`src/design/tsw_pkg.sv`:
```
// Notes on behaviour
// [RULE_01] slave only, open-drain, never drives clock
// [RULE_02] master starts only when bus idle
// [RULE_03] data falling while clock high is START
// [RULE_04] data rising while clock high is STOP
// [RULE_05] data changes only while clock low
// [RULE_06] bytes msb first plus ninth acknowledge bit
// [RULE_07] acknowledge holds data low through clock high
// [RULE_08] master nack ends read, device releases data
// [RULE_09] works at standard and fast clock rates
// [RULE_10] control byte: type, three selects, direction
// [RULE_11] acknowledge only on type and select match
// [RULE_12] any byte count per transfer accepted
// [RULE_13] repeated START expects fresh control byte
// [RULE_14] write: control, command, data bytes acknowledged
// [RULE_15] read: command write, repeated START, read control
// [RULE_16] temperature read returns result, high byte first
// [RULE_17] high setpoint command loads or returns two bytes
// [RULE_18] low setpoint command loads or returns two bytes
// [RULE_19] configuration command writes or returns one byte
// [RULE_20] start command begins single or continuous conversion
// [RULE_21] stop command finishes current conversion then idles
// [RULE_22] mode bit one single, zero continuous, reset zero
// [RULE_23] setpoints are left-justified 12-bit two's complement
// [RULE_24] after mismatch ignore bus until next START
package tsw_pkg;
  // device type code, arbitrary value
  localparam logic [3:0] TYPE_CODE = 4'h5;
  localparam logic [7:0] CMD_TEMP = 8'hAA;
  localparam logic [7:0] CMD_HIGH = 8'hA1;
  localparam logic [7:0] CMD_LOW = 8'hA2;
  localparam logic [7:0] CMD_CFG = 8'hAC;
  localparam logic [7:0] CMD_START = 8'h51;
  localparam logic [7:0] CMD_STOP = 8'h22;
  localparam logic [15:0] HIGH_RESET = 16'h5000;
  localparam logic [15:0] LOW_RESET = 16'h4B00;
  localparam logic [7:0] CFG_RESET = 8'h0E;
  localparam logic [7:0] CFG_WMASK = 8'h6F;
  localparam int CFG_MODE_BIT = 0;
  localparam int CFG_USED_BIT = 4;
  localparam logic [3:0] SEL_LSB_MASK = 4'hF;
  localparam logic [2:0] BIT_LAST = 3'h7;
  localparam logic [11:0] SETPOINT_LOW_MASK = 12'hFF0;
  typedef enum logic [1:0] {TSW_IDLE, TSW_SINGLE, TSW_CONT} tsw_conv_t;
  typedef enum {TSW_WAIT, TSW_BITS, TSW_ACK, TSW_TXACK} tsw_phase_t;
  typedef struct packed {
    logic scl;
    logic sda;
  } tsw_bus_t;
  typedef struct packed {
    logic start_pulse;
    logic stop_pulse;
  } tsw_conv_req_t;
endpackage

```
`src/design/tsw_slave.sv`:
```
`timescale 1ns/1ps
`default_nettype none
module tsw_slave (
  // clock and reset
  input wire logic mclk,
  input wire logic sys_rst,
  // two-wire pins
  input wire tsw_pkg::tsw_bus_t bus_in,
  output logic sda_out,
  output logic sda_oe,
  output logic scl_out,
  output logic scl_oe,
  // straps
  input wire logic device_select_bit2,
  input wire logic device_select_bit1,
  input wire logic device_select_bit0,
  // conversion engine
  input wire logic [15:0] conv_result,
  input wire logic conv_result_valid,
  input wire logic conv_busy,
  output tsw_pkg::tsw_conv_req_t conv_req,
  output tsw_pkg::tsw_conv_t conv_state,
  // stored settings
  output logic [15:0] high_trip_setpoint,
  output logic [15:0] low_trip_setpoint,
  output logic [7:0] config_out
);
  tsw_pkg::tsw_bus_t prev_reg;
  tsw_pkg::tsw_phase_t phase_reg;
  logic [7:0] shift_reg;
  logic [2:0] bit_reg;
  logic first_reg;
  logic read_reg;
  logic ctl_done_reg;
  logic cmd_done_reg;
  logic [7:0] cmd_reg;
  logic [1:0] byte_reg;
  logic [15:0] temp_reg;
  logic [7:0] rx_hold_reg;
  // set once bit 0 of a transmitted byte is on the line
  logic tx_end_reg;
  logic start_det, stop_det, rise, fall;
  logic ctl_match;
  logic [7:0] tx_byte;
  logic [7:0] rx_byte;
  // bus conditions sampled against the previous clock
  assign start_det = prev_reg.sda & ~bus_in.sda & prev_reg.scl & bus_in.scl; // see [RULE_03]
  assign stop_det = ~prev_reg.sda & bus_in.sda & prev_reg.scl & bus_in.scl; // see [RULE_04]
  assign rise = ~prev_reg.scl & bus_in.scl; // see [RULE_09]
  assign fall = prev_reg.scl & ~bus_in.scl;
  assign rx_byte = {shift_reg[6:0], bus_in.sda};
  assign ctl_match = rx_byte[7:4] == tsw_pkg::TYPE_CODE &&
    rx_byte[3:1] == {device_select_bit2, device_select_bit1, device_select_bit0}; // see [RULE_11]
  // scl is never driven
  always_ff @(posedge mclk) begin
    scl_out <= 1'b0; // see [RULE_01]
    scl_oe <= 1'b0;
  end
  always_comb begin
    tx_byte = 8'h00;
    unique case (cmd_reg)
      tsw_pkg::CMD_TEMP: tx_byte = byte_reg[0] ? temp_reg[7:0] : temp_reg[15:8]; // see [RULE_16]
      tsw_pkg::CMD_HIGH: tx_byte = byte_reg[0] ? high_trip_setpoint[7:0]
        : high_trip_setpoint[15:8]; // see [RULE_17]
      tsw_pkg::CMD_LOW: tx_byte = byte_reg[0] ? low_trip_setpoint[7:0]
        : low_trip_setpoint[15:8]; // see [RULE_18]
      tsw_pkg::CMD_CFG: tx_byte = config_out; // see [RULE_19]
      default: tx_byte = 8'hFF;
    endcase
  end
  always_ff @(posedge mclk) begin
    if (sys_rst) begin
      prev_reg <= '{scl: 1'b1, sda: 1'b1};
    end else begin
      prev_reg <= bus_in;
    end
  end
  // bit engine; rising clock edges sample, falling edges shift out
  always_ff @(posedge mclk) begin
    if (sys_rst || stop_det) begin
      phase_reg <= tsw_pkg::TSW_WAIT;
      sda_oe <= 1'b0;
      first_reg <= 1'b0;
      read_reg <= 1'b0;
      ctl_done_reg <= 1'b0;
      bit_reg <= 3'h0;
      shift_reg <= 8'h00;
      byte_reg <= 2'h0;
      tx_end_reg <= 1'b0;
    end else if (start_det) begin // see [RULE_13] [RULE_24]
      phase_reg <= tsw_pkg::TSW_BITS;
      sda_oe <= 1'b0;
      first_reg <= 1'b1; // see [RULE_10]
      read_reg <= 1'b0;
      ctl_done_reg <= 1'b0;
      bit_reg <= 3'h0;
      byte_reg <= 2'h0;
      tx_end_reg <= 1'b0;
    end else begin
      unique case (phase_reg)
        tsw_pkg::TSW_WAIT: sda_oe <= 1'b0;
        tsw_pkg::TSW_BITS: begin
          if (rise && !read_reg) begin // see [RULE_05] [RULE_06]
            shift_reg <= rx_byte;
            bit_reg <= bit_reg + 3'h1;
          end
          // release after bit 0 so the master's acknowledge is sampled
          if (fall && read_reg) begin
            if (tx_end_reg) begin
              sda_oe <= 1'b0; // see [RULE_08]
              tx_end_reg <= 1'b0;
              phase_reg <= tsw_pkg::TSW_TXACK;
            end else begin
              sda_oe <= ~shift_reg[7];
              shift_reg <= {shift_reg[6:0], 1'b1};
              bit_reg <= bit_reg + 3'h1;
              tx_end_reg <= bit_reg == tsw_pkg::BIT_LAST;
            end
          end
          if (rise && !read_reg && bit_reg == tsw_pkg::BIT_LAST) begin
            if (first_reg && !ctl_match) begin
              phase_reg <= tsw_pkg::TSW_WAIT; // see [RULE_24]
            end else begin
              phase_reg <= tsw_pkg::TSW_ACK;
              rx_hold_reg <= rx_byte;
            end
          end
        end
        tsw_pkg::TSW_ACK: begin
          // drive low from this falling edge to the next one
          if (fall && !sda_oe) begin
            sda_oe <= 1'b1; // see [RULE_07]
          end else if (fall) begin
            sda_oe <= 1'b0;
            first_reg <= 1'b0;
            ctl_done_reg <= first_reg;
            if (first_reg && rx_hold_reg[0]) begin
              read_reg <= 1'b1;
              sda_oe <= ~tx_byte[7];
              shift_reg <= {tx_byte[6:0], 1'b1};
              bit_reg <= 3'h1;
              byte_reg <= 2'h0;
            end else if (!first_reg && cmd_done_reg) begin
              // saturate so surplus bytes never wrap onto a register write
              if (byte_reg != 2'h3) begin
                byte_reg <= byte_reg + 2'h1; // see [RULE_12]
              end
            end
            phase_reg <= tsw_pkg::TSW_BITS;
          end
        end
        tsw_pkg::TSW_TXACK: begin
          if (fall) begin
            sda_oe <= 1'b0;
          end
          if (rise) begin
            if (bus_in.sda) begin
              phase_reg <= tsw_pkg::TSW_WAIT; // see [RULE_08]
            end else begin
              phase_reg <= tsw_pkg::TSW_BITS;
              byte_reg <= byte_reg + 2'h1;
            end
          end
        end
      endcase
      if (phase_reg == tsw_pkg::TSW_TXACK && rise && !bus_in.sda) begin
        shift_reg <= cmd_reg == tsw_pkg::CMD_CFG ? config_out
          : (byte_reg[0] ? 8'hFF : tx_byte_next_low());
        bit_reg <= 3'h0;
      end
    end
  end
  function automatic logic [7:0] tx_byte_next_low();
    logic [7:0] v;
    v = 8'hFF;
    unique case (cmd_reg)
      tsw_pkg::CMD_TEMP: v = temp_reg[7:0];
      tsw_pkg::CMD_HIGH: v = high_trip_setpoint[7:0];
      tsw_pkg::CMD_LOW: v = low_trip_setpoint[7:0];
      default: v = 8'hFF;
    endcase
    return v;
  endfunction
  // the first byte after the control byte of a write is the command
  logic rx_commit;
  assign rx_commit = phase_reg == tsw_pkg::TSW_ACK && fall && sda_oe && !first_reg &&
    !read_reg && !start_det && !stop_det;
  always_ff @(posedge mclk) begin
    if (sys_rst) begin
      cmd_reg <= 8'h00;
      cmd_done_reg <= 1'b0;
    end else if (start_det) begin
      cmd_done_reg <= 1'b0;
    end else if (rx_commit && !cmd_done_reg) begin
      cmd_reg <= rx_hold_reg; // see [RULE_14] [RULE_15]
      cmd_done_reg <= 1'b1;
    end
  end
  // register writes from data bytes
  always_ff @(posedge mclk) begin
    if (sys_rst) begin
      high_trip_setpoint <= tsw_pkg::HIGH_RESET;
      low_trip_setpoint <= tsw_pkg::LOW_RESET;
    end else if (rx_commit && cmd_done_reg && byte_reg < 2'h2) begin
      unique case (cmd_reg)
        tsw_pkg::CMD_HIGH: begin
          if (byte_reg[0]) begin
            high_trip_setpoint[7:0] <= rx_hold_reg & tsw_pkg::SETPOINT_LOW_MASK[7:0]; // see [RULE_23]
          end else begin
            high_trip_setpoint[15:8] <= rx_hold_reg; // see [RULE_17]
          end
        end
        tsw_pkg::CMD_LOW: begin
          if (byte_reg[0]) begin
            low_trip_setpoint[7:0] <= rx_hold_reg & tsw_pkg::SETPOINT_LOW_MASK[7:0]; // see [RULE_23]
          end else begin
            low_trip_setpoint[15:8] <= rx_hold_reg; // see [RULE_18]
          end
        end
        default: ;
      endcase
    end
  end
  // configuration and conversion control
  always_ff @(posedge mclk) begin
    if (sys_rst) begin
      config_out <= tsw_pkg::CFG_RESET; // see [RULE_22]
      conv_state <= tsw_pkg::TSW_IDLE;
      conv_req <= '0;
      temp_reg <= 16'h0000;
    end else begin
      conv_req <= '0;
      if (conv_result_valid) begin
        temp_reg <= conv_result;
        if (conv_state == tsw_pkg::TSW_SINGLE) begin
          conv_state <= tsw_pkg::TSW_IDLE; // see [RULE_20] [RULE_21]
        end
      end
      if (rx_commit && cmd_done_reg && byte_reg == 2'h0 && cmd_reg == tsw_pkg::CMD_CFG) begin
        config_out <= (rx_hold_reg & tsw_pkg::CFG_WMASK) |
          (config_out & ~tsw_pkg::CFG_WMASK); // see [RULE_19]
      end
      if (rx_commit && !cmd_done_reg && rx_hold_reg == tsw_pkg::CMD_START) begin
        conv_req.start_pulse <= 1'b1;
        config_out[tsw_pkg::CFG_USED_BIT] <= 1'b1;
        conv_state <= config_out[tsw_pkg::CFG_MODE_BIT] ? tsw_pkg::TSW_SINGLE
          : tsw_pkg::TSW_CONT; // see [RULE_20] [RULE_22]
      end
      if (rx_commit && !cmd_done_reg && rx_hold_reg == tsw_pkg::CMD_STOP) begin
        conv_req.stop_pulse <= 1'b1;
        // a conversion in flight completes before going idle
        conv_state <= conv_busy ? tsw_pkg::TSW_SINGLE : tsw_pkg::TSW_IDLE; // see [RULE_21]
      end
    end
  end
  // drive low only through sda_oe, output level is always low
  always_ff @(posedge mclk) begin
    sda_out <= 1'b0; // see [RULE_01]
  end
endmodule
`default_nettype wire

```
`config.mk`:
```
export PLATFORM = sky130hd
export DESIGN_NAME = tsw_slave
export DESIGN_NICKNAME = d
export VERILOG_FILES = /design/src/design/tsw_pkg.sv /design/src/design/tsw_slave.sv
export SDC_FILE = /design/constraint.sdc
export NUM_CORES = 1
export LEC_CHECK = 0
export BUFFER_PORTS_ARGS = -buffer_cell sky130_fd_sc_hd__buf_2
export CORE_MARGIN = 4
export CORE_UTILIZATION = 55
export CTS_CLUSTER_DIAMETER = 120
export CTS_CLUSTER_SIZE = 12
export DETAILED_ROUTE_END_ITERATION = 16
export HOLD_SLACK_MARGIN = 0.08
export PLACE_DENSITY = 0.82
export SLEW_MARGIN = 20
export SYNTH_ARGS = -nofsm -noshare
export SYNTH_HDL_FRONTEND = slang
export SYNTH_SLANG_ARGS = --single-unit
```
`constraint.sdc`:
```
create_clock -name mclk -period 2.3 [get_ports mclk]
set_clock_uncertainty 0.15 [all_clocks]
set_input_delay 0.115 -clock mclk [delete_from_list [all_inputs] [get_ports mclk]]
set_output_delay 0.115 -clock mclk [all_outputs]
set_load 0.05 [all_outputs]
```
# Word level (Yosys, flattened, before mapping)
# Index checks and enable logic that the tools add are counted.
dict set report totals {
  register_bits 120
  in_bits 25
  output_inout_bits 48
  elab_cells 208
}
dict set report op_classes {
  n_addsub 2
  magnitude_cmp 1
  eq_ne 37
  mux 61
  bitwise_logic 20
  n_reduce_logical 63
}
# op n
set op_table {}
lappend op_table {{$mux 32} 6}
lappend op_table {{$mux 8} 12}
lappend op_table {{$pmux 32 s3} 1}
lappend op_table {{$eq 32x2->1 const B} 2}
lappend op_table {{$eq 32x3->1 const B} 2}
lappend op_table {{$ne 3x3->1 const B} 11}
lappend op_table {{$eq 32x1->1 const B} 1}
lappend op_table {{$eq 8x8->1 const B} 4}
lappend op_table {{$logic_not 32->1} 1}
lappend op_table {{$pmux 8 s4} 1}
lappend op_table {{$mux 2} 13}
lappend op_table {{$pmux 8 s3} 1}
lappend op_table {{$logic_and 1x1->1} 23}
lappend op_table {{$mux 3} 6}
lappend op_table {{$ne 2x2->1 const B} 9}
lappend op_table {{$reduce_and 3->1} 6}
lappend op_table {{$mux 1} 16}
lappend op_table {{$pmux 8 s2} 1}
lappend op_table {{$reduce_and 6->1} 2}
lappend op_table {{$reduce_bool 3->1} 4}
lappend op_table {{$not 1->1} 11}
lappend op_table {{$reduce_and 5->1} 2}
lappend op_table {{$reduce_bool 2->1} 5}
lappend op_table {{$and 1x1->1} 8}
lappend op_table {{24 further kinds} 36}

# Depth between registers and ports, before layout
dict set report depth {
  depth_word 13
  ltp_mapped 9
  depth_no_buf 7
}

# Least setup slack after synthesis
# No wires, ideal clock.
dict set report synth_path {
  kind {register -> register}
  start {register sda_oe}
  end {register low_trip_setpoint[11]}
  setup_ns 0.120
  t_arrival_ns 1.959
  required_time_ns 2.030
  slack_ns 0.072
  stages_incl_launch_ff 7
  path_buffers 1
  synth_period_minus_slack_ns 2.228
  cell_sequence {dfxtp_1 nand4b_4 nand4bb_4 nor3b_4 buf_6 nor2b_1 a211o_1}
}
dict set report synth_between {
  elab_chain_cells 8
}
# element line_no
set synth_lines {}
lappend synth_lines {{from (decl)} tsw_slave.sv:10} ;# output logic sda_oe,
lappend synth_lines {{from (signal assigned)} tsw_slave.sv:114} ;# sda_oe <= ~shift_reg[7];
lappend synth_lines {{from (signal assigned)} tsw_slave.sv:139} ;# sda_oe <= ~tx_byte[7];
lappend synth_lines {{$logic_and 1x1->1 (3 in a row)} tsw_slave.sv:186} ;# assign rx_commit = phase_reg == tsw_pkg::TSW_ACK && fall && sda_oe && !first_reg &&
lappend synth_lines {{$logic_and 1x1->1 (2 in a row)} tsw_slave.sv:187} ;# !read_reg && !start_det && !stop_det;
lappend synth_lines {{$logic_and 1x1->1 (2 in a row)} tsw_slave.sv:204} ;# end else if (rx_commit && cmd_done_reg && byte_reg < 2'h2) begin
lappend synth_lines {{$reduce_and 3->1 (no source line)} -}
lappend synth_lines {{to (signal assigned)} tsw_slave.sv:203} ;# low_trip_setpoint <= tsw_pkg::LOW_RESET;
lappend synth_lines {{to (signal assigned)} tsw_slave.sv:217} ;# low_trip_setpoint[15:8] <= rx_hold_reg;
lappend synth_lines {{to (decl)} tsw_slave.sv:25} ;# output logic [15:0] low_trip_setpoint,
# Every way passes these cells.
# A chain may end at the register's enable or synchronous reset.

# Worst setup path after layout
dict set report layout_path {
  start {register phase_reg[0]}
  end {register high_trip_setpoint[9]}
}
dict set report layout_between {
  elab_chain_cells 10
}
# element line_no
set layout_lines {}
lappend layout_lines {{from (decl)} tsw_slave.sv:29} ;# tsw_pkg::tsw_phase_t phase_reg;
lappend layout_lines {{from (signal assigned)} tsw_slave.sv:81} ;# phase_reg <= tsw_pkg::TSW_WAIT;
lappend layout_lines {{from (signal assigned)} tsw_slave.sv:91} ;# phase_reg <= tsw_pkg::TSW_BITS;
lappend layout_lines {{from (signal assigned)} tsw_slave.sv:112} ;# phase_reg <= tsw_pkg::TSW_TXACK;
lappend layout_lines {{$eq 32x3->1} tsw_slave.sv:186}
lappend layout_lines {{$logic_and 1x1->1 (4 in a row)} tsw_slave.sv:186}
lappend layout_lines {{$logic_and 1x1->1 (2 in a row)} tsw_slave.sv:187}
lappend layout_lines {{$logic_and 1x1->1 (2 in a row)} tsw_slave.sv:204}
lappend layout_lines {{$reduce_and 3->1 (no source line)} -}
lappend layout_lines {{to (signal assigned)} tsw_slave.sv:202} ;# high_trip_setpoint <= tsw_pkg::HIGH_RESET;
lappend layout_lines {{to (signal assigned)} tsw_slave.sv:210} ;# high_trip_setpoint[15:8] <= rx_hold_reg;
lappend layout_lines {{to (decl)} tsw_slave.sv:24} ;# output logic [15:0] high_trip_setpoint,
# Every way passes these cells.

==> summary.md <==
| Metric | Value |
|---|---|
| Run status | finished clean |
| Via count | 4621 |
| GRT overflow | 0 |
| Hold Slack | 129 ps |
| Max FO, Critical Path | 5 |
| Layout filler cell count | between 600 and 700 |
| Worst R2R Path Depth | 8 |
| Gr usage total | between 20% and 30% |
| H-tree levels | 3 |
| Multi-input logic area | 2840 sq um |
| Placed inst area | 5390 sq um |
| Total Power | 3.70 mW |
| Vias in the first global route | ~4.3k |
| Die width | 103 um |
| Ports | 73 |
| Core area | 8760 sq um |
| Clk_lat worst skew | 380 ps |
| Layout cells sized above 1 | between 20% and 30% |
| Place WS | 13.0 ps |
| Starting density of the core | 56.8% |
| CP startpoint kind | register |
| Sequential cell area fraction in the yosys report | roughly 37% |
| Post-Layout Cell Count | 740 |
| RSZ-0062 raised after global routing | yes |
| DR iter-0 viols | 418 |
| Crit path largest cell delay | 340 ps |
| Full die area | 10600 sq um |
| Synth top area cells | dfxtp_1 33%, mux2i_1 10%, nor2_1 5.3% |
| Reg-to-reg startpoint | phase_reg[0] |
| Final worst slack | 53.0 ps |
| Synth cell types | 90 |
| Initial antenna violation count | 0 |
| Worst hold start | conv_result_valid |
| Minimum clock period | 2250 ps |
| DPL Wire Length | 10600 um |
| Tcrit/Tclk final | 97.7% |
| Setup CP Type | reg2reg |
| Final setup viols | 0 |
| Clock sink total | approximately 90 |
| Commonest cells post-synth | 81 x dfxtp_1, 70 x nor2_1, 51 x mux2i_1 |
| RR Endpoint | high_trip_setpoint[9] |
| Total Neg Setup Slack | 0 ps |
| Post-Place Cells | around 700 |
| Worst min path class | in2reg |
| Share of the synthesized area in the top cell type | 32.6% |
| CP max stage cell | dfxtp_1 |
| Count of pins over their slew limit | 0 |
| Final Hold Viols | 0 |
| Cell taking the most area after synthesis | dfxtp_1 |
| Crit-path cells | inv_1 > ha_2 > nand4b_4 > nand4bb_4 > nor4_4 > clkdlybuf4s15_2 > mux2i_1 > nor2_1 |
| Most instantiated library cell after synthesis | dfxtp_1 |
| Ys flop type | dfxtp_1 |
| Number of diodes | 0 |
| Peak VDD IR | 0.337 mV |
| Die Y | just over 100 um |
| # port buffers | 60 |
| Global-route wire length before repair | 23300 um |
| CTS tree | built |
| Worst-margin pin slew | 681 ps |
| Clock root cell | clkbuf_8 |
| Async set or reset register ratio after synthesis | 0% |
| Clock transition at path regs | ~100 ps |
| PD cells | about 630 nW/um^2 |
| Final Cell Area | ~5900 sq um |
| ANT nets after route | 0 |
| Placer Congestion | 0.999 |
| Synth Cell Area | 4980 sq um |
| Register Area | 1860 sq um |
| Vias per cell | between 6 and 7 |
| Crit. End Element | register |
| TritonRoute pass-1 iters | 5 |
| Largest net degree at the start of global routing | 65 |
| Arr. time, crit path | 2350 ps |
| WHS Endpoint | temp_reg[2] |
| # rows | 34 |
| Syn Inst Count | 536 |
| Deepest clock path buffer count | 2 |
| Net count, final | 660 |
| Mean Syn Cell Area | between 9 and 10 sq um |
| Slew HR | 54.1% |
| Hold Path Stages | 3 |
| Util after Layout | approximately two thirds |
| LEAKAGE | 2.31 nW |
| Routed WL per cell | 19.9 um |
| Area Overhead vs Synth | 18.5% |
| Yosys reg bits | 89 |
| Total Wirelength | 14800 um |
| Max cap viols | 0 |
| Worst R2R Setup Slack | around 53 ps |
| Critical Path RT | 2400 ps |
| Max FFs per register | 16 |
| F_max | 445 MHz |
| EDFF count, synth | 8 |
| Num CTS Buffers | 9 |
| Drt drc | 0 |
| Yosys warns | 0 |
==> placed cells by master (no fill, tap or decap), types with 4 or more instances in the layout <==
master / n
ha_1: 7
a211oi_1: 4
conb_1: 12
nand3_1: 15
a22oi_1: 7
inv_6: 4
buf_2: 60
nand3b_1: 5
clkbuf_8: 9
inv_1: 16
dfxtp_1: 79
o21ai_0: 15
a211o_1: 7
edfxtp_1: 8
a221oi_1: 4
o211a_1: 4
dlygate4sd3_1: 20
nand4_1: 7
a22o_1: 5
o211ai_1: 10
a21oi_1: 22
nor2_1: 70
mux2_2: 5
mux2i_1: 51
nor3_1: 8
nand2_1: 17
a31oi_1: 6
nand2b_1: 6
buf_4: 36
nor2b_1: 10
==> power breakdown <==
group          total, mW  switching [mW]  leakage (nW)  internal (mW)
Sequential          1.72          0.0858         0.731           1.63
Clock               1.03           0.619        0.0973          0.415
Combinational      0.946           0.562          1.48          0.384
==> cell type report <==
class	count	share of cell area, %
clock buffers	9	2.10
repair buffers	119	13.8
clock inverters	7	0.976
well taps	108	2.29
multi-input cells	391	48.1
flip-flops and latches	89	31.6
inverters	17	1.08
==> how the worst max path moves through the flow <==
stage | start | endpoint | slack [ps] | depth (start not counted)
final | phase_reg[0] | high_trip_setpoint[9] | 50 | 8
after global routing | phase_reg[0] | shift_reg[1] | -30 | 8
after CTS | phase_reg[0] | high_trip_setpoint[6] | 8 | 8
after detailed placement | phase_reg[0] | high_trip_setpoint[9] | 10 | 8
after global placement | prev_reg[1] | high_trip_setpoint[5] | 90 | 6
after floorplan | sda_oe | low_trip_setpoint[11] | 70 | 6
==> routing by layer <==
metal | vias up | GRT usage, % | wire length, um
met5 | - | 0 | 0
met4 | 0 | 10.6 | 398
met3 | 43 | 7.31 | 1400
met2 | 240 | 43.2 | 6700
met1 | 2195 | 39.9 | 6260
li1 | 2143 | - | -
==> critical path, delay by kind of cell (launching register included) <==
kind                       cells  cell delay (ps)
adders and majority gates      1              230
buffers and inverters          2              410
DFF                            1              340
muxes                          1              220
and+or+nand+nor                4              780
==> logic make-up after synthesis <==
kind of cell	share of synthesized area, %
compound gates	17.5
xor+xnor	0.704
fa+ha+maj	2.01
buf+inv	6.84
flops	37.4
mux	11.4
other cells	0.0754
simple gates	24.1
==> repair_timing <==
action,in CTS,in global routing
resized for setup,0,7
endpoints found under the setup margin,0,36
hold buffers,20,0
buffers inserted,0,9
endpoints found under the hold margin,22,0
(Power assumes the default switching activity.)
